[src/ulbrs_pkg.sv]
// constants and types for the lin break and receive status block
package ulbrs_pkg;
    // register indices, byte address is four times the index
    localparam logic [7:0] STS2_IDX = 8'h1d;
    localparam logic [7:0] EVT_IDX = 8'h20;
    localparam logic [7:0] MASK_IDX = 8'h21;
    localparam logic [7:0] CTRL_IDX = 8'h22;
    localparam logic [7:0] DATA_IDX = 8'h23;
    localparam logic [7:0] STS2_ADDR = {STS2_IDX[5:0], 2'b00};
    localparam logic [7:0] EVT_ADDR = {EVT_IDX[5:0], 2'b00};
    localparam logic [7:0] MASK_ADDR = {MASK_IDX[5:0], 2'b00};
    localparam logic [7:0] CTRL_ADDR = {CTRL_IDX[5:0], 2'b00};
    localparam logic [7:0] DATA_ADDR = {DATA_IDX[5:0], 2'b00};
    // serial_status_two fields
    localparam int STS2_BRK = 7;
    localparam int STS2_EDGE = 6;
    localparam int STS2_INV = 4;
    localparam int STS2_WIDLE = 3;
    localparam int STS2_LONG = 2;
    localparam int STS2_LIN_BREAK_DETECT_ENABLE = 1;
    localparam int STS2_RAF = 0;
    // event status and mask fields
    localparam int EVT_BRK = 0;
    localparam int EVT_EDGE = 1;
    localparam int EVT_IDLE = 2;
    localparam int EVT_FE = 3;
    localparam int EVT_FULL = 4;
    localparam int EVT_N = 5;
    // control fields
    localparam int CTRL_NINE = 0;
    localparam int CTRL_STBY = 1;
    localparam int CTRL_SBK = 2;
    // reset values
    localparam logic [3:0] STS2_CFG_RST = 4'h0;
    localparam logic [4:0] MASK_RST = 5'h00;
    localparam logic [1:0] CTRL_RST = 2'h0;
    // timing: clock period in ns, character and break lengths in bit times, last data bit index
    localparam int CLK_PERIOD_NS = 20;
    localparam logic [4:0] CHAR_BITS_8 = 5'h0a;
    localparam logic [4:0] CHAR_BITS_9 = 5'h0b;
    localparam logic [4:0] BRK_TX_SHORT = 5'h0a;
    localparam logic [4:0] BRK_TX_LONG = 5'h0d;
    localparam logic [4:0] BRK_DET_STD = 5'h0a;
    localparam logic [4:0] BRK_DET_LIN_8 = 5'h0b;
    localparam logic [4:0] BRK_DET_LIN_9 = 5'h0c;
    localparam logic [3:0] LAST_BIT_8 = 4'h7;
    localparam logic [3:0] LAST_BIT_9 = 4'h8;
    // bus answers
    localparam logic [1:0] RESP_OKAY = 2'h0;
    localparam logic [1:0] RESP_SLVERR = 2'h2;

    typedef enum logic [2:0] {
        RX_IDLE = 3'b000,
        RX_START = 3'b001,
        RX_DATA = 3'b010,
        RX_STOP = 3'b011,
        RX_WAIT = 3'b100
    } ulbrs_rx_state_t;
endpackage : ulbrs_pkg

[src/ulbrs_sticky.sv]
// sticky event flag, cleared on request, set wins over clear
`timescale 1ns/1ps
module ulbrs_sticky (
    // clock and reset
    input wire logic aclk,
    input wire logic aresetn,
    // event and clear
    input wire logic set,
    input wire logic clr,
    // flag
    output logic q
);
    logic q_r;
    logic q_nxt;

    always_comb begin
        q_nxt = set | (q_r & ~clr);
    end

    always_ff @(posedge aclk) begin
        if (!aresetn) begin
            q_r <= 1'b0;
        end else begin
            q_r <= q_nxt;
        end
    end

    assign q = q_r;
endmodule : ulbrs_sticky

[src/ulbrs_top.sv]
// serial receiver status, lin break detect and break transmit with axi4-lite registers
// Operation
// - with break detection enabled, a received break sets the break flag in bit 7.
// - the break flag clears only on a software write of one to its bit.
// - an active receive edge (falling, or rising when inverted) sets the edge flag in bit 6.
// - the edge flag clears only on a software write of one and otherwise stays set.
// - bit 4 inverts the receive input for every element of the frame.
// - in standby the idle flag is set by an idle character only when bit 3 is one.
// - a sent break lasts 10 or 13 bit times, one more in 9-bit mode.
// - bit 2 changes only the sent break length, never framing error detection.
// - while bit 1 is set the framing error and buffer full flags cannot set.
// - with lin detection a break needs 11 low bit times, or 12 in 9-bit mode.
// - without lin detection the break threshold is 10 bit times, with it one more, or two more in 9-bit mode.
// - bit 0 sets at the falling edge of a start bit and clears on a false start or when the line goes idle.
// - the idle flag sets after a character time of high line following activity.
// - a zero where the stop bit belongs sets framing error with buffer full.
`timescale 1ns/1ps
module ulbrs_top #(
    parameter int BIT_CLKS = 16
) (
    // clock and reset
    input wire logic aclk,
    input wire logic aresetn,
    // axi4-lite write
    input wire logic [7:0] s_axi_awaddr,
    input wire logic s_axi_awvalid,
    output logic s_axi_awready,
    input wire logic [31:0] s_axi_wdata,
    input wire logic [3:0] s_axi_wstrb,
    input wire logic s_axi_wvalid,
    output logic s_axi_wready,
    output logic [1:0] s_axi_bresp,
    output logic s_axi_bvalid,
    input wire logic s_axi_bready,
    // axi4-lite read
    input wire logic [7:0] s_axi_araddr,
    input wire logic s_axi_arvalid,
    output logic s_axi_arready,
    output logic [31:0] s_axi_rdata,
    output logic [1:0] s_axi_rresp,
    output logic s_axi_rvalid,
    input wire logic s_axi_rready,
    // serial line
    input wire logic rxd,
    output logic txd,
    // interrupt
    output logic irq
);
    localparam logic [15:0] HALF_LIM = 16'(BIT_CLKS / 2 - 1);
    localparam logic [15:0] FULL_LIM = 16'(BIT_CLKS - 1);

    ulbrs_pkg::ulbrs_rx_state_t rx_state_r, rx_state_nxt;
    logic [15:0] cyc_r, cyc_nxt, low_r, low_nxt, high_r, high_nxt, tx_cyc_r, tx_cyc_nxt;
    logic [3:0] nbit_r, nbit_nxt;
    logic [8:0] shift_r, shift_nxt, rxdata_r, rxdata_nxt;
    logic raf_r, raf_nxt, armed_r, armed_nxt, rx_prev_r;
    logic inv_r, inv_nxt, widle_r, widle_nxt, long_r, long_nxt, lin_break_detect_enable_r, lin_break_detect_enable_nxt;
    logic nine_r, nine_nxt, stby_r, stby_nxt, tx_act_r, tx_act_nxt, txd_r, txd_nxt;
    logic [4:0] mask_r, mask_nxt, evt_set, evt_clr, evt_q;
    logic irq_r, irq_nxt, fe_evt, full_evt;
    // bus state
    logic aw_hold_r, aw_hold_nxt, w_hold_r, w_hold_nxt, awready_r, awready_nxt, wready_r, wready_nxt;
    logic [7:0] awaddr_r, awaddr_nxt;
    logic [31:0] wdata_r, wdata_nxt, rdata_r, rdata_nxt, rd_data;
    logic [3:0] wstrb_r, wstrb_nxt;
    logic bvalid_r, bvalid_nxt, arready_r, arready_nxt, rvalid_r, rvalid_nxt, rd_ok;
    logic [1:0] bresp_r, bresp_nxt, rresp_r, rresp_nxt;

    // derived terms
    logic rx_c, rx_prev_c, edge_evt, aw_take, w_take, ar_take, do_write, wr_en, wr_hit;
    logic wr_sts2, wr_evt, wr_mask, wr_ctrl, brk_det, brk_evt, idle_det, idle_set;
    logic [4:0] char_bits, brk_bits, tx_bits;
    logic [15:0] char_lim, brk_lim, tx_lim;
    logic [3:0] last_bit;

    assign rx_c = rxd ^ inv_r;
    assign rx_prev_c = rx_prev_r ^ inv_r;
    assign edge_evt = rx_prev_c & ~rx_c;
    assign char_bits = nine_r ? ulbrs_pkg::CHAR_BITS_9 : ulbrs_pkg::CHAR_BITS_8;
    assign char_lim = 16'(char_bits * BIT_CLKS);
    // break threshold: 10 normally, 11/12 with lin detection; long_r has no say here
    assign brk_bits = lin_break_detect_enable_r ? (nine_r ? ulbrs_pkg::BRK_DET_LIN_9 : ulbrs_pkg::BRK_DET_LIN_8)
                              : ulbrs_pkg::BRK_DET_STD;
    assign brk_lim = 16'(brk_bits * BIT_CLKS);
    assign tx_bits = (long_r ? ulbrs_pkg::BRK_TX_LONG : ulbrs_pkg::BRK_TX_SHORT) + {4'h0, nine_r};
    assign tx_lim = 16'(tx_bits * BIT_CLKS);
    assign last_bit = nine_r ? ulbrs_pkg::LAST_BIT_9 : ulbrs_pkg::LAST_BIT_8;
    assign brk_det = ~rx_c & (low_r == brk_lim - 16'h0001);
    assign brk_evt = brk_det & lin_break_detect_enable_r;
    assign idle_det = rx_c & armed_r & (high_r == char_lim - 16'h0001);
    assign idle_set = idle_det & (~stby_r | widle_r);

    assign aw_take = s_axi_awvalid & awready_r;
    assign w_take = s_axi_wvalid & wready_r;
    assign ar_take = s_axi_arvalid & arready_r;
    assign do_write = aw_hold_r & w_hold_r & ~bvalid_r;
    assign wr_en = do_write & wstrb_r[0];
    assign wr_sts2 = wr_en & (awaddr_r == ulbrs_pkg::STS2_ADDR);
    assign wr_evt = wr_en & (awaddr_r == ulbrs_pkg::EVT_ADDR);
    assign wr_mask = wr_en & (awaddr_r == ulbrs_pkg::MASK_ADDR);
    assign wr_ctrl = wr_en & (awaddr_r == ulbrs_pkg::CTRL_ADDR);
    assign wr_hit = wr_sts2 | wr_evt | wr_mask | wr_ctrl | (awaddr_r == ulbrs_pkg::DATA_ADDR) | ~wstrb_r[0];

    // event flags
    always_comb begin
        evt_set = 5'h00;
        evt_set[ulbrs_pkg::EVT_BRK] = brk_evt;
        evt_set[ulbrs_pkg::EVT_EDGE] = edge_evt;
        evt_set[ulbrs_pkg::EVT_IDLE] = idle_set;
        evt_set[ulbrs_pkg::EVT_FE] = fe_evt & ~lin_break_detect_enable_r;
        evt_set[ulbrs_pkg::EVT_FULL] = full_evt & ~lin_break_detect_enable_r;
        evt_clr = wr_evt ? wdata_r[4:0] : 5'h00;
        evt_clr[ulbrs_pkg::EVT_BRK] = evt_clr[ulbrs_pkg::EVT_BRK] | (wr_sts2 & wdata_r[ulbrs_pkg::STS2_BRK]);
        evt_clr[ulbrs_pkg::EVT_EDGE] = evt_clr[ulbrs_pkg::EVT_EDGE] | (wr_sts2 & wdata_r[ulbrs_pkg::STS2_EDGE]);
    end

    for (genvar gi = 0; gi < ulbrs_pkg::EVT_N; gi++) begin : g_flag
        ulbrs_sticky u_flag (
            .aclk(aclk),
            .aresetn(aresetn),
            .set(evt_set[gi]),
            .clr(evt_clr[gi]),
            .q(evt_q[gi])
        );
    end

    // receiver, break and idle timing
    always_comb begin
        rx_state_nxt = rx_state_r;
        cyc_nxt = cyc_r + 16'h0001;
        nbit_nxt = nbit_r;
        shift_nxt = shift_r;
        rxdata_nxt = rxdata_r;
        raf_nxt = raf_r;
        armed_nxt = armed_r;
        fe_evt = 1'b0;
        full_evt = 1'b0;
        low_nxt = rx_c ? 16'h0000 : ((low_r == 16'hffff) ? low_r : low_r + 16'h0001);
        high_nxt = ~rx_c ? 16'h0000 : ((high_r == 16'hffff) ? high_r : high_r + 16'h0001);
        unique case (rx_state_r)
            ulbrs_pkg::RX_IDLE: begin
                cyc_nxt = 16'h0000;
                if (!rx_c) begin
                    rx_state_nxt = ulbrs_pkg::RX_START;
                    raf_nxt = 1'b1;
                end
            end
            ulbrs_pkg::RX_START: begin
                if (cyc_r == HALF_LIM) begin
                    cyc_nxt = 16'h0000;
                    if (rx_c) begin
                        rx_state_nxt = ulbrs_pkg::RX_IDLE;
                        raf_nxt = 1'b0;
                    end else begin
                        rx_state_nxt = ulbrs_pkg::RX_DATA;
                        nbit_nxt = 4'h0;
                        armed_nxt = 1'b1;
                    end
                end
            end
            ulbrs_pkg::RX_DATA: begin
                if (cyc_r == FULL_LIM) begin
                    cyc_nxt = 16'h0000;
                    shift_nxt = {rx_c, shift_r[8:1]};
                    nbit_nxt = nbit_r + 4'h1;
                    if (nbit_r == last_bit) begin
                        rx_state_nxt = ulbrs_pkg::RX_STOP;
                    end
                end
            end
            ulbrs_pkg::RX_STOP: begin
                if (cyc_r == FULL_LIM) begin
                    cyc_nxt = 16'h0000;
                    full_evt = 1'b1;
                    fe_evt = ~rx_c;
                    if (!lin_break_detect_enable_r) begin
                        rxdata_nxt = nine_r ? shift_r : {1'b0, shift_r[8:1]};
                    end
                    rx_state_nxt = rx_c ? ulbrs_pkg::RX_IDLE : ulbrs_pkg::RX_WAIT;
                end
            end
            ulbrs_pkg::RX_WAIT: begin
                cyc_nxt = 16'h0000;
                if (rx_c) begin
                    rx_state_nxt = ulbrs_pkg::RX_IDLE;
                end
            end
            default: begin
                rx_state_nxt = ulbrs_pkg::RX_IDLE;
            end
        endcase
        if (idle_det) begin
            armed_nxt = 1'b0;
            raf_nxt = 1'b0;
        end
    end

    // configuration, break transmitter and interrupt
    always_comb begin
        inv_nxt = wr_sts2 ? wdata_r[ulbrs_pkg::STS2_INV] : inv_r;
        widle_nxt = wr_sts2 ? wdata_r[ulbrs_pkg::STS2_WIDLE] : widle_r;
        long_nxt = wr_sts2 ? wdata_r[ulbrs_pkg::STS2_LONG] : long_r;
        lin_break_detect_enable_nxt = wr_sts2 ? wdata_r[ulbrs_pkg::STS2_LIN_BREAK_DETECT_ENABLE] : lin_break_detect_enable_r;
        nine_nxt = wr_ctrl ? wdata_r[ulbrs_pkg::CTRL_NINE] : nine_r;
        stby_nxt = wr_ctrl ? wdata_r[ulbrs_pkg::CTRL_STBY] : stby_r;
        mask_nxt = wr_mask ? wdata_r[4:0] : mask_r;
        tx_act_nxt = tx_act_r;
        tx_cyc_nxt = tx_cyc_r;
        txd_nxt = txd_r;
        if (!tx_act_r) begin
            if (wr_ctrl && wdata_r[ulbrs_pkg::CTRL_SBK]) begin
                tx_act_nxt = 1'b1;
                tx_cyc_nxt = 16'h0000;
                txd_nxt = 1'b0;
            end
        end else if (tx_cyc_r == tx_lim - 16'h0001) begin
            tx_act_nxt = 1'b0;
            txd_nxt = 1'b1;
        end else begin
            tx_cyc_nxt = tx_cyc_r + 16'h0001;
        end
        irq_nxt = |(evt_q & mask_r);
    end

    // axi4-lite slave
    always_comb begin
        rd_ok = 1'b1;
        rd_data = 32'h0000_0000;
        unique case (s_axi_araddr)
            ulbrs_pkg::STS2_ADDR: rd_data = {24'h000000, evt_q[ulbrs_pkg::EVT_BRK], evt_q[ulbrs_pkg::EVT_EDGE],
                                             1'b0, inv_r, widle_r, long_r, lin_break_detect_enable_r, raf_r};
            ulbrs_pkg::EVT_ADDR: rd_data = {27'h0000000, evt_q};
            ulbrs_pkg::MASK_ADDR: rd_data = {27'h0000000, mask_r};
            ulbrs_pkg::CTRL_ADDR: rd_data = {29'h00000000, tx_act_r, stby_r, nine_r};
            ulbrs_pkg::DATA_ADDR: rd_data = {23'h000000, rxdata_r};
            default: rd_ok = 1'b0;
        endcase
        aw_hold_nxt = (aw_hold_r & ~do_write) | aw_take;
        w_hold_nxt = (w_hold_r & ~do_write) | w_take;
        awaddr_nxt = aw_take ? s_axi_awaddr : awaddr_r;
        wdata_nxt = w_take ? s_axi_wdata : wdata_r;
        wstrb_nxt = w_take ? s_axi_wstrb : wstrb_r;
        awready_nxt = ~aw_hold_nxt;
        wready_nxt = ~w_hold_nxt;
        bvalid_nxt = do_write | (bvalid_r & ~s_axi_bready);
        bresp_nxt = do_write ? (wr_hit ? ulbrs_pkg::RESP_OKAY : ulbrs_pkg::RESP_SLVERR) : bresp_r;
        rvalid_nxt = ar_take | (rvalid_r & ~s_axi_rready);
        arready_nxt = ~rvalid_nxt;
        rdata_nxt = ar_take ? rd_data : rdata_r;
        rresp_nxt = ar_take ? (rd_ok ? ulbrs_pkg::RESP_OKAY : ulbrs_pkg::RESP_SLVERR) : rresp_r;
    end

    always_ff @(posedge aclk) begin
        if (!aresetn) begin
            rx_state_r <= ulbrs_pkg::RX_IDLE;
            {cyc_r, low_r, high_r, tx_cyc_r} <= 64'h0;
            nbit_r <= 4'h0;
            shift_r <= 9'h000;
            rxdata_r <= 9'h000;
            {raf_r, armed_r} <= 2'h0;
            rx_prev_r <= 1'b1;
            {inv_r, widle_r, long_r, lin_break_detect_enable_r} <= ulbrs_pkg::STS2_CFG_RST;
            {nine_r, stby_r} <= ulbrs_pkg::CTRL_RST;
            mask_r <= ulbrs_pkg::MASK_RST;
            tx_act_r <= 1'b0;
            txd_r <= 1'b1;
            irq_r <= 1'b0;
            {aw_hold_r, w_hold_r, awready_r, wready_r, bvalid_r, arready_r, rvalid_r} <= 7'h00;
            awaddr_r <= 8'h00;
            wdata_r <= 32'h0;
            wstrb_r <= 4'h0;
            rdata_r <= 32'h0;
            {bresp_r, rresp_r} <= 4'h0;
        end else begin
            rx_state_r <= rx_state_nxt;
            {cyc_r, low_r, high_r, tx_cyc_r} <= {cyc_nxt, low_nxt, high_nxt, tx_cyc_nxt};
            nbit_r <= nbit_nxt;
            shift_r <= shift_nxt;
            rxdata_r <= rxdata_nxt;
            {raf_r, armed_r} <= {raf_nxt, armed_nxt};
            rx_prev_r <= rxd;
            {inv_r, widle_r, long_r, lin_break_detect_enable_r} <= {inv_nxt, widle_nxt, long_nxt, lin_break_detect_enable_nxt};
            {nine_r, stby_r} <= {nine_nxt, stby_nxt};
            mask_r <= mask_nxt;
            tx_act_r <= tx_act_nxt;
            txd_r <= txd_nxt;
            irq_r <= irq_nxt;
            {aw_hold_r, w_hold_r, awready_r, wready_r} <= {aw_hold_nxt, w_hold_nxt, awready_nxt, wready_nxt};
            {bvalid_r, arready_r, rvalid_r} <= {bvalid_nxt, arready_nxt, rvalid_nxt};
            awaddr_r <= awaddr_nxt;
            wdata_r <= wdata_nxt;
            wstrb_r <= wstrb_nxt;
            rdata_r <= rdata_nxt;
            {bresp_r, rresp_r} <= {bresp_nxt, rresp_nxt};
        end
    end

    assign s_axi_awready = awready_r;
    assign s_axi_wready = wready_r;
    assign s_axi_bvalid = bvalid_r;
    assign s_axi_bresp = bresp_r;
    assign s_axi_arready = arready_r;
    assign s_axi_rvalid = rvalid_r;
    assign s_axi_rdata = rdata_r;
    assign s_axi_rresp = rresp_r;
    assign txd = txd_r;
    assign irq = irq_r;

    // checks
    logic [15:0] chk_txlow_r;
    always_ff @(posedge aclk) begin
        if (!aresetn) begin
            chk_txlow_r <= 16'h0000;
        end else begin
            chk_txlow_r <= txd_r ? 16'h0000 : chk_txlow_r + 16'h0001;
        end
    end
endmodule : ulbrs_top

[config.mk]
export PLATFORM = sky130hd
export DESIGN_NAME = ulbrs_top
export DESIGN_NICKNAME = d
export VERILOG_FILES = /design/src/ulbrs_pkg.sv /design/src/ulbrs_sticky.sv /design/src/ulbrs_top.sv
export SDC_FILE = /design/constraint.sdc
export NUM_CORES = 1
export LEC_CHECK = 0
export ABC_AREA = 1
export BUFFER_PORTS_ARGS = -buffer_cell sky130_fd_sc_hd__buf_2
export CAP_MARGIN = 20
export CORE_MARGIN = 10
export CORE_UTILIZATION = 25
export CTS_CLUSTER_DIAMETER = 100
export DETAILED_ROUTE_END_ITERATION = 6
export PLACE_DENSITY = 0.48
export SYNTH_ARGS = -nofsm -noshare
export SYNTH_HDL_FRONTEND = slang
export SYNTH_SLANG_ARGS = --single-unit
[constraint.sdc]
create_clock -name aclk -period 1.7 [get_ports aclk]
set_input_delay 0.34 -clock aclk [delete_from_list [all_inputs] [get_ports aclk]]
set_output_delay 0.34 -clock aclk [all_outputs]
set_load 0.01 [all_outputs]
==> results.sh, run 1 <==
export IMPL_cp_arrival_ns=2.02
export IMPL_core_sq_um=28900
export IMPL_insertion_delay_ns=0.42
export IMPL_wire_per_inst_microns=12.5
export IMPL_synthMuxAreaShare_pct=0
export IMPL_peakVddDrop_v=0.000645
export IMPL_ctsRootBufferMaster="clkbuf_16"
export IMPL_grt_pass1_vias=6480
export IMPL_synth_area_leader_cell="dfxtp_1"
export IMPL_synthArstFlopShare_pct=0
export IMPL_hold_viol_final=0
export IMPL_drive_above_1_share_pct=18.7
export IMPL_postPlaceCellArea_sq_um=8370
export IMPL_period_minus_slack_ns=1.67
export IMPL_yosys_area_top_type_share_pct=39.4
export IMPL_power_density_nw_per_um2=936
export IMPL_path_max_fanout=7
export IMPL_synthCells=1046
export IMPL_dp_cells=1516
export IMPL_htreeDepth=4
export IMPL_cts_sinks=145
export IMPL_worstSetupPathType="reg -> reg"
export IMPL_setup_worst_path_start_class="register"
export IMPL_p_leak_uw=0.00377
export IMPL_synthSimpleGateAreaFrac_pct=32.7
export IMPL_numCtsBuffers=17
export IMPL_cts_hold_buf=0
export IMPL_min_path_type="in -> reg"
export IMPL_antenna_found_initial=3
export IMPL_vias=6848
export IMPL_final_cell_mix="nand2_1, nor2_1, dfxtp_1"
export IMPL_die_area_sq_um=36700
export IMPL_ys_top_cells_by_area="dfxtp_1, nand2_1, nor2_1"
export IMPL_finClkSkew_ns=0.00945
export IMPL_fp_row_count=62
export IMPL_synth_edf_count=0
export IMPL_grt_max_degree=37
export IMPL_fin_crit_sh_pct=98.2
export IMPL_synthAdderAreaFrac_pct=1.36
export IMPL_finalNetCount=1226
export IMPL_synthFlopType="dfxtp_1"
export IMPL_syn_area_sq_um=7370
export IMPL_fin_area_sq_um=9200
export IMPL_finalNonFillerCells=1553
export IMPL_io_pins=103
export IMPL_track_usage_pct=10.4
export IMPL_via_per_inst=4.41
export IMPL_max_freq_mhz=599
export IMPL_clk_pin_slew_ns=0.06
export IMPL_insertedDiodeCount=0
export IMPL_wl_mm=19.3
export IMPL_mostFrequentLayoutCell="nand2_1"
export IMPL_initial_core_util_pct=25.5
export IMPL_rsz0062_at_grt="yes"
export IMPL_firstDrtPassIters=5
export IMPL_crit_required_ns=2.06
export IMPL_clockBufferDepth=2
export IMPL_fp_dieW_microns=192
export IMPL_die_y_microns=192
export IMPL_drv_cap=0
export IMPL_yosysWarnings=0
export IMPL_dp_hpwl_mm=14.4
export IMPL_critPathCaptureType="register"
export IMPL_slew_viol_final=0
export IMPL_drc=0
export IMPL_outcome="completed"
export IMPL_synth_compound_area_share_pct=12.8
export IMPL_drtAntennaViolNets=0
export IMPL_grt_pass1_wl_mm=31.5
export IMPL_area_delta_synth_final_pct=24.8
export IMPL_cts_tree="yes"
export IMPL_gp_congestion=0.833
export IMPL_synth_area_per_cell_sq_um=7.04
export IMPL_setup_viol=0
export IMPL_synth_distinct_cells=43
export IMPL_fin_util_pct=31.9
export IMPL_synth_top_family_by_area="simple AND/OR/NAND/NOR gates"
export IMPL_ys_ff_latch=145
export IMPL_synth_xor_area_share_pct=3.45
export IMPL_drt_iter0_drc=320
export IMPL_grt_overflow=0
export IMPL_ys_seq_area_share_pct=39.4
export IMPL_io_buffers=49
## final timing paths
| kind | startpoint | endpoint | slack, ns | cells after the start |
|---|---|---|---|---|
| max reg2reg | nine_r | tx_cyc_r[11] | 0.03 | 12 |
| max | nine_r | tx_cyc_r[11] | 0.03 | 12 |
| min reg2reg | s_axi_rdata[5] | s_axi_rdata[5] | 0.46 | 2 |
| min | s_axi_wdata[7] | wdata_r[7] | 0.17 | 3 |
## power by group
part / internal [uW] / switching, uW / total, uW
Clock: 2500 / 1440 / 3950
Combinational: 368 / 662 / 1030
Sequential: 3510 / 115 / 3630
Total: 6390 / 2220 / 8600
## cell usage after synthesis, types with 2 or more instances
master and number:
nand2_1 178, nor2_1 151, dfxtp_1 145, inv_1 114, nand3_1 98, a21oi_1 81, o21ai_0 51, buf_4 26
nand4_1 26, nor3_1 25, xor2_1 19, clkbuf_1 12, a211oi_1 11, a31oi_1 11, xnor2_1 10, o21a_1 9
ha_1 8, nand2_2 7, or2_2 7, nand3_2 6, nor2_2 5, nor2_4 5, buf_2 4, nand3b_1 4
nor3_4 4, buf_1 3, buf_6 3, inv_2 3, nor3_2 3, a22oi_1 2, clkinv_1 2, o21bai_1 2
## cell families after synthesis
| group | count (synthesis) |
|---|---|
| adders and majority gates | 8 |
| other | 1 |
| DFF | 145 |
| and+or+nand+nor | 525 |
| AOI/OAI and AO/OA | 171 |
| buffers and inverters | 167 |
| xor gates and xnor gates | 29 |
## per-layer routing
metal	GRT usage, %	wire length, microns	share of wire, %	vias up
li1	-	-	-	3626
met1	14.2	10000	52	3077
met2	15.6	8090	42	119
met3	2.70	952	4.9	20
met4	3.70	255	1.3	6
met5	0	47	0.24	-
## flip-flops by register name, summed over array words and instances, names as in the netlist, 3 cells and up
name,cells
s_axi_rdata,9
shift_r,9
tx_cyc_r,16
mask_r,5
nbit_r,4
rxdata_r,9
high_r,16
wdata_r,7
cyc_r,16
low_r,16
rx_state_r,3
awaddr_r,8
g_flag.u_flag.q,5
## worst max-delay path: stages, from the launching register on
cell       delay, ns
dfxtp_4         0.37
buf_6           0.10
ha_2            0.15
nor2_2          0.04
buf_4           0.12
o21ai_2         0.13
inv_1           0.05
nand2_1         0.07
nand3_2         0.12
nand2_4         0.13
clkbuf_16       0.16
nand2_1         0.05
a21oi_1         0.11
## metrics by stage
| step | setup TNS [ns] | power, uW | setup WS [ns] | hold WS, ns |
|---|---|---|---|---|
| floorplan | 0 | 4430 | 0.0314 | 0.411 |
| global placement | -0.393 | 4700 | -0.0481 | 0.450 |
| detailed placement | -0.225 | 4710 | -0.0251 | 0.453 |
| CTS | 0 | 8720 | 0.00963 | 0.157 |
| global route | -1.34 | 9040 | -0.104 | 0.174 |
| finish | 0 | 8600 | 0.0311 | 0.171 |
## timing repair
item	CTS	global route
setup endpoints to repair	15	59
setup buffers	0	5
gates resized for setup	1	38
cloned	0	2
hold endpoints to repair	0	0
pin swaps	0	12
## layout make-up
class / instances / area, sq um
clock inverter: 11 / 163
clock buffer: 19 / 453
inverter: 119 / 447
timing repair buffer: 117 / 840
sequential: 145 / 2910
tap: 384 / 480
multi-input combinational: 758 / 3910
fill: 3160 / 19700
No activity file was read; power rests on OpenSTA's default activity.
==> run 2: changes to the inputs <==
--- a/config.mk
+++ b/config.mk
@@ -13,6 +13,7 @@
 export CTS_CLUSTER_DIAMETER = 100
 export DETAILED_ROUTE_END_ITERATION = 6
 export PLACE_DENSITY = 0.48
+export SETUP_SLACK_MARGIN = 0.2
 export SYNTH_ARGS = -nofsm -noshare
 export SYNTH_HDL_FRONTEND = slang
 export SYNTH_SLANG_ARGS = --single-unit
==> run 2 against run 1 <==
  * Setup slack gained 0.015 ns
  * Sequential cell count unchanged
  * Critical path depth down 1
  * Final cell count rose by 0.90%
==> results.sh, run 2 (synthesis results as in run 1) <==
export IMPL_firstDrtPassIters=6
export IMPL_drc=0
export IMPL_peakVddDrop_v=0.000736
export IMPL_grt_overflow=0
export IMPL_clockBufferDepth=2
export IMPL_cts_sinks=145
export IMPL_track_usage_pct=10.4
export IMPL_dp_cells=1509
export IMPL_grt_pass1_vias=6306
export IMPL_regArea_sq_um=2950
export IMPL_internal_power_uw=6630
export IMPL_drt_iter0_drc=513
export IMPL_setup_viol=0
export IMPL_gp_congestion=0.842
export IMPL_dp_hpwl_mm=14.4
export IMPL_outcome="completed"
export IMPL_numCtsBuffers=17
export IMPL_initial_core_util_pct=25.5
export IMPL_die_y_microns=192
export IMPL_cp_arrival_ns=1.98
export IMPL_drv_cap=0
export IMPL_cts_tree="yes"
export IMPL_path_cells="inv_2 -> ha_4 -> nand2_2 -> inv_2 -> o21ai_2 -> buf_4 -> nand2_4 -> nand3_4 -> buf_6 -> a21oi_2 -> nor2_1"
export IMPL_drtAntennaViolNets=0
export IMPL_slew_viol_final=0
export IMPL_rsz0062_at_grt="yes"
export IMPL_p_sw_uw=2420
export IMPL_nFillCells=3068
export IMPL_setup_ws_ns=0.0456
export IMPL_htreeDepth=4
export IMPL_insertedDiodeCount=0
export IMPL_via_per_inst=4.45
export IMPL_core_sq_um=28900
export IMPL_clk_pin_slew_ns=0.07
export IMPL_insertion_delay_ns=0.43
export IMPL_critPathCaptureType="register"
export IMPL_multiInputGateArea_sq_um=4430
export IMPL_min_path_type="in -> reg"
export IMPL_p_sw_share_pct=26.7
export IMPL_finalNetCount=1238
export IMPL_fp_row_count=62
export IMPL_seqPwrFrac_pct=40.3
export IMPL_hold_viol_final=0
export IMPL_p_leak_uw=0.00399
export IMPL_max_freq_mhz=604
export IMPL_io_pins=103
export IMPL_final_cell_mix="nand2_1, nor2_1, dfxtp_1"
export IMPL_grt_max_degree=39
export IMPL_finClkSkew_ns=0.0179
export IMPL_mostFrequentLayoutCell="nand2_1"
export IMPL_die_area_sq_um=36700
export IMPL_wl_mm=20.2
export IMPL_ctsRootBufferMaster="clkbuf_16"
export IMPL_power_density_nw_per_um2=906
export IMPL_area_delta_synth_final_pct=35.5
export IMPL_antenna_found_initial=0
export IMPL_grt_pass1_wl_mm=31.4
export IMPL_p_comb_share_pct=13.9
export IMPL_period_minus_slack_ns=1.65
export IMPL_vias=6966
export IMPL_setup_worst_path_start_class="register"
export IMPL_crit_slowest_cell="dfxtp_2"
export IMPL_wire_per_inst_microns=12.9
export IMPL_worstSetupPathType="reg -> reg"
export IMPL_finalNonFillerCells=1567
export IMPL_max_stage_delay_ns=0.36
export IMPL_path_buf_inv=4
export IMPL_drive_above_1_share_pct=28.3
export IMPL_clkPwrFrac_pct=45.8
export IMPL_pre_cts_ws_ns=0.0519
export IMPL_fp_dieW_microns=192
export IMPL_crit_required_ns=2.03
export IMPL_fin_crit_sh_pct=97.3
export IMPL_io_buffers=49
export IMPL_path_max_fanout=5
export IMPL_critical_path_top_delay_family="buffers and inverters"
export IMPL_cp_common_cell="inv_2"
==> run 2: cell count changes in the layout (fill, tap and decap cells not counted), moves of 15 or more <==
| cell | change |
|---|---|
| nor2_1 | -15 |
| nand2_1 | -22 |
| nand3_1 | -17 |
| nor2_4 | +15 |
| dfxtp_2 | +16 |
| dfxtp_1 | -21 |
==> run 2: timing repair <==
action | in CTS | in global routing
pin swaps | 6 | 49
buffers inserted | 5 | 15
cloned | 0 | 6
hold buffers | 0 | 0
gates resized for setup | 20 | 170
setup endpoints to repair | 51 | 102
==> run 2: routing by layer <==
metal,wire (microns),GRT usage (%)
met2,8540,14.9
met3,1040,2.72
met4,216,3.37
met5,0,0
met1,10400,14.9
==> run 2: path summary, 6_finish.rpt <==
kind	to	cells past startpoint	slack, ns	startpoint
worst min register to register	cyc_r[0]	1	0.44	cyc_r[0]
worst min-delay path	awaddr_r[7]	3	0.16	s_axi_awaddr[7]
worst max register to register	tx_cyc_r[0]	11	0.05	long_r
worst max-delay path	tx_cyc_r[0]	11	0.05	long_r
==> run 2: worst register-to-register path, cell delays in order, from the launching register on <==
cell and delay, ns:
dfxtp_2 0.36, inv_2 0.06, ha_4 0.28, nand2_2 0.05, inv_2 0.06, o21ai_2 0.06
buf_4 0.14, nand2_4 0.07, nand3_4 0.14, buf_6 0.17, a21oi_2 0.10, nor2_1 0.05
==> run 2: cell type report <==
class	instances	share of cell area (%)
timing repair inverter	1	0.0752
clock inverter	13	2.08
clock buffer	19	4.44
sequential	145	29.5
inverter	119	4.54
tap	384	4.81
multi-input combinational	759	44.4
timing repair buffer	127	10.2
==> run 2: through the flow <==
step           power (uW)  util [%]  cell area, sq um  TNS (ns)  hold slack (ns)
2_1_floorplan        4450         -              7520         0            0.414
3_3_place_gp         4720      29.1              8390         0            0.427
3_5_place_dp         4730      29.1              8390         0            0.430
4_1_cts              8920      31.7              9150         0            0.152
5_1_grt              9470      34.6              9980    -0.269            0.164
6_report             9050      34.6              9980         0            0.163
==> run 2: power groups by stage <==
stage               logic [uW]  registers, uW  clock network, uW
CTS                       1020           3640               4260
global route              1410           3660               4400
global placement          1010           3710                  0
detailed placement        1010           3720                  0
finish                    1250           3650               4150
floorplan                  752           3700                  0
==> run 3: changes to the inputs <==
--- a/config.mk
+++ b/config.mk
@@ -12,7 +12,8 @@
 export CORE_UTILIZATION = 25
 export CTS_CLUSTER_DIAMETER = 100
 export DETAILED_ROUTE_END_ITERATION = 6
-export PLACE_DENSITY = 0.48
+export MAX_ROUTING_LAYER = met4
+export PLACE_DENSITY = 0.5
 export SETUP_SLACK_MARGIN = 0.2
 export SYNTH_ARGS = -nofsm -noshare
 export SYNTH_HDL_FRONTEND = slang
==> run 3 against run 2 <==
  * Non-clock buffer count grew 2
  * Clock power shrank 7.7%
  * Critical path type unchanged
  * Sequential share of layout area grew 0.28 points
  * Sequential power is essentially flat
  * Combinational power grew 20%
  * Sequential cell count is the same
  * Global-route usage grew 0.39 points
  * Register-to-register slack is essentially flat
  * Total power shrank 0.70%
==> results.sh, run 3 (synthesis results as in run 1) <==
export IMPL_setup_tns_ns=0
export IMPL_fin_area_sq_um=9880
export IMPL_finClkSkew_ns=0.0144
export IMPL_grt_overflow=0
export IMPL_io_buffers=49
export IMPL_slew_viol_final=0
export IMPL_mostFrequentLayoutCell="nand2_1"
export IMPL_core_sq_um=28900
export IMPL_max_stage_delay_ns=0.37
export IMPL_grt_use_met1_pct=14.3
export IMPL_antenna_found_initial=1
export IMPL_clockBufferDepth=2
export IMPL_outcome="completed"
export IMPL_peakVddDrop_v=0.000632
export IMPL_met2_usage_pct=15.8
export IMPL_r2r_slack_ns=0.06
export IMPL_grt_pass1_vias=6559
export IMPL_die_y_microns=192
export IMPL_top_usage_layer="met2"
export IMPL_critPathCaptureType="register"
export IMPL_ctsRootBufferMaster="clkbuf_16"
export IMPL_power_density_nw_per_um2=910
export IMPL_drv_cap=0
export IMPL_setup_viol=0
export IMPL_initial_core_util_pct=25.5
export IMPL_worstSetupPathType="reg -> reg"
export IMPL_cts_tree="yes"
export IMPL_path_cells="inv_4 -> ha_4 -> nand2_2 -> inv_2 -> nand2_2 -> nand2_2 -> nand2_2 -> nand2_2 -> nand3_4 -> buf_6 -> a21oi_2 -> nor2_1"
export IMPL_via_per_inst=4.45
export IMPL_fin_util_pct=34.2
export IMPL_p_leak_uw=0.00398
export IMPL_nFillCells=3108
export IMPL_multiInputGateArea_sq_um=4420
export IMPL_dp_hpwl_mm=14.2
export IMPL_fp_dieW_microns=192
export IMPL_ff2ff_path_depth=12
export IMPL_fin_crit_sh_pct=96.5
export IMPL_gp_congestion=0.851
export IMPL_wire_per_inst_microns=12.8
export IMPL_crit_slowest_cell="dfxtp_4"
export IMPL_final_cell_mix="nand2_1, nor2_1, dfxtp_1"
export IMPL_crit_required_ns=2.02
export IMPL_path_max_fanout=5
export IMPL_cp_common_cell="nand2_2"
export IMPL_cp_arrival_ns=1.96
export IMPL_cts_sinks=145
export IMPL_hold_viol_final=0
export IMPL_min_path_type="in -> reg"
export IMPL_vias=6988
export IMPL_rr_startpoint="long_r"
export IMPL_grt_max_degree=65
export IMPL_rsz0062_at_grt="yes"
export IMPL_period_minus_slack_ns=1.64
export IMPL_firstDrtPassIters=5
export IMPL_drive_above_1_share_pct=27.3
export IMPL_dp_cells=1505
export IMPL_drc=0
export IMPL_postPlaceCellArea_sq_um=8350
export IMPL_drtAntennaViolNets=0
export IMPL_cts_hold_buf=0
export IMPL_gr_usage_met3_pct=2.87
export IMPL_max_freq_mhz=609
export IMPL_io_pins=103
export IMPL_clk_pin_slew_ns=0.06
export IMPL_numCtsBuffers=17
export IMPL_grt_pass1_wl_mm=31.7
export IMPL_track_usage_pct=10.8
export IMPL_whs_ns=0.167
export IMPL_drt_iter0_drc=381
export IMPL_finalNonFillerCells=1569
export IMPL_insertion_delay_ns=0.42
export IMPL_critPathLaunch="long_r"
export IMPL_regArea_sq_um=2940
export IMPL_die_area_sq_um=36700
export IMPL_r2r_end="tx_cyc_r[0]"
export IMPL_area_delta_synth_final_pct=34.1
export IMPL_fp_row_count=62
export IMPL_setup_worst_path_start_class="register"
export IMPL_crit_end="tx_cyc_r[0]"
export IMPL_htreeDepth=4
export IMPL_finalNetCount=1240
export IMPL_wl_mm=20.0
## run 3: timing repair
action,in CTS,in global routing
setup buffers,8,20
pin swaps,10,45
endpoints found under the setup margin,65,97
gates resized for setup,30,151
gates cloned,0,4
## run 3: cell type report
cell class	instances	area share, %
Timing Repair inverter	1	0.0760
Antenna cell	1	0.0253
Timing Repair Buffer	129	9.80
Multi-Input combinational cell	759	44.7
Tap cell	384	4.86
Sequential cell	145	29.8
Inverter	119	4.64
Clock buffer	22	4.70
Clock inverter	9	1.34
## run 3: power breakdown
part,total [uW],internal (uW),switching [uW]
registers,3660,3530,131
clock network,3830,2380,1450
logic,1500,579,919
total,8990,6490,2500
## run 3: worst min-delay path by stage
stage | from | end | depth (start not counted)
final | s_axi_awaddr[1] | awaddr_r[1] | 3
after detailed placement | cyc_r[0] | cyc_r[0] | 1
after global routing | s_axi_awaddr[4] | awaddr_r[4] | 3
after CTS | s_axi_awaddr[4] | awaddr_r[4] | 3
after floorplan | cyc_r[0] | cyc_r[0] | 1
after global placement | cyc_r[0] | cyc_r[0] | 1
## run 3: stage by stage
stage	total power (uW)	setup slack [ns]
5_1_grt	9390	-0.0389
3_3_place_gp	4720	0.0787
3_5_place_dp	4730	0.0163
6_report	8990	0.0589
4_1_cts	8630	0.115
2_1_floorplan	4450	0.206
## run 3: worst max-delay path, delay by kind of cell, from the launching register on
family | cells | cell delay, ns
AOI/OAI and AO/OA | 1 | 0.11
adders and majority gates | 1 | 0.27
buffers and inverters | 3 | 0.28
DFF | 1 | 0.37
and+or+nand+nor | 7 | 0.51
## run 3: metal layers
metal  vias to the layer above  part of all wire, %
met5                         -                    0
met4                         0                 0.74
met3                         6                  4.9
met2                       128                   43
met1                      3201                   51
li1                       3653                    -
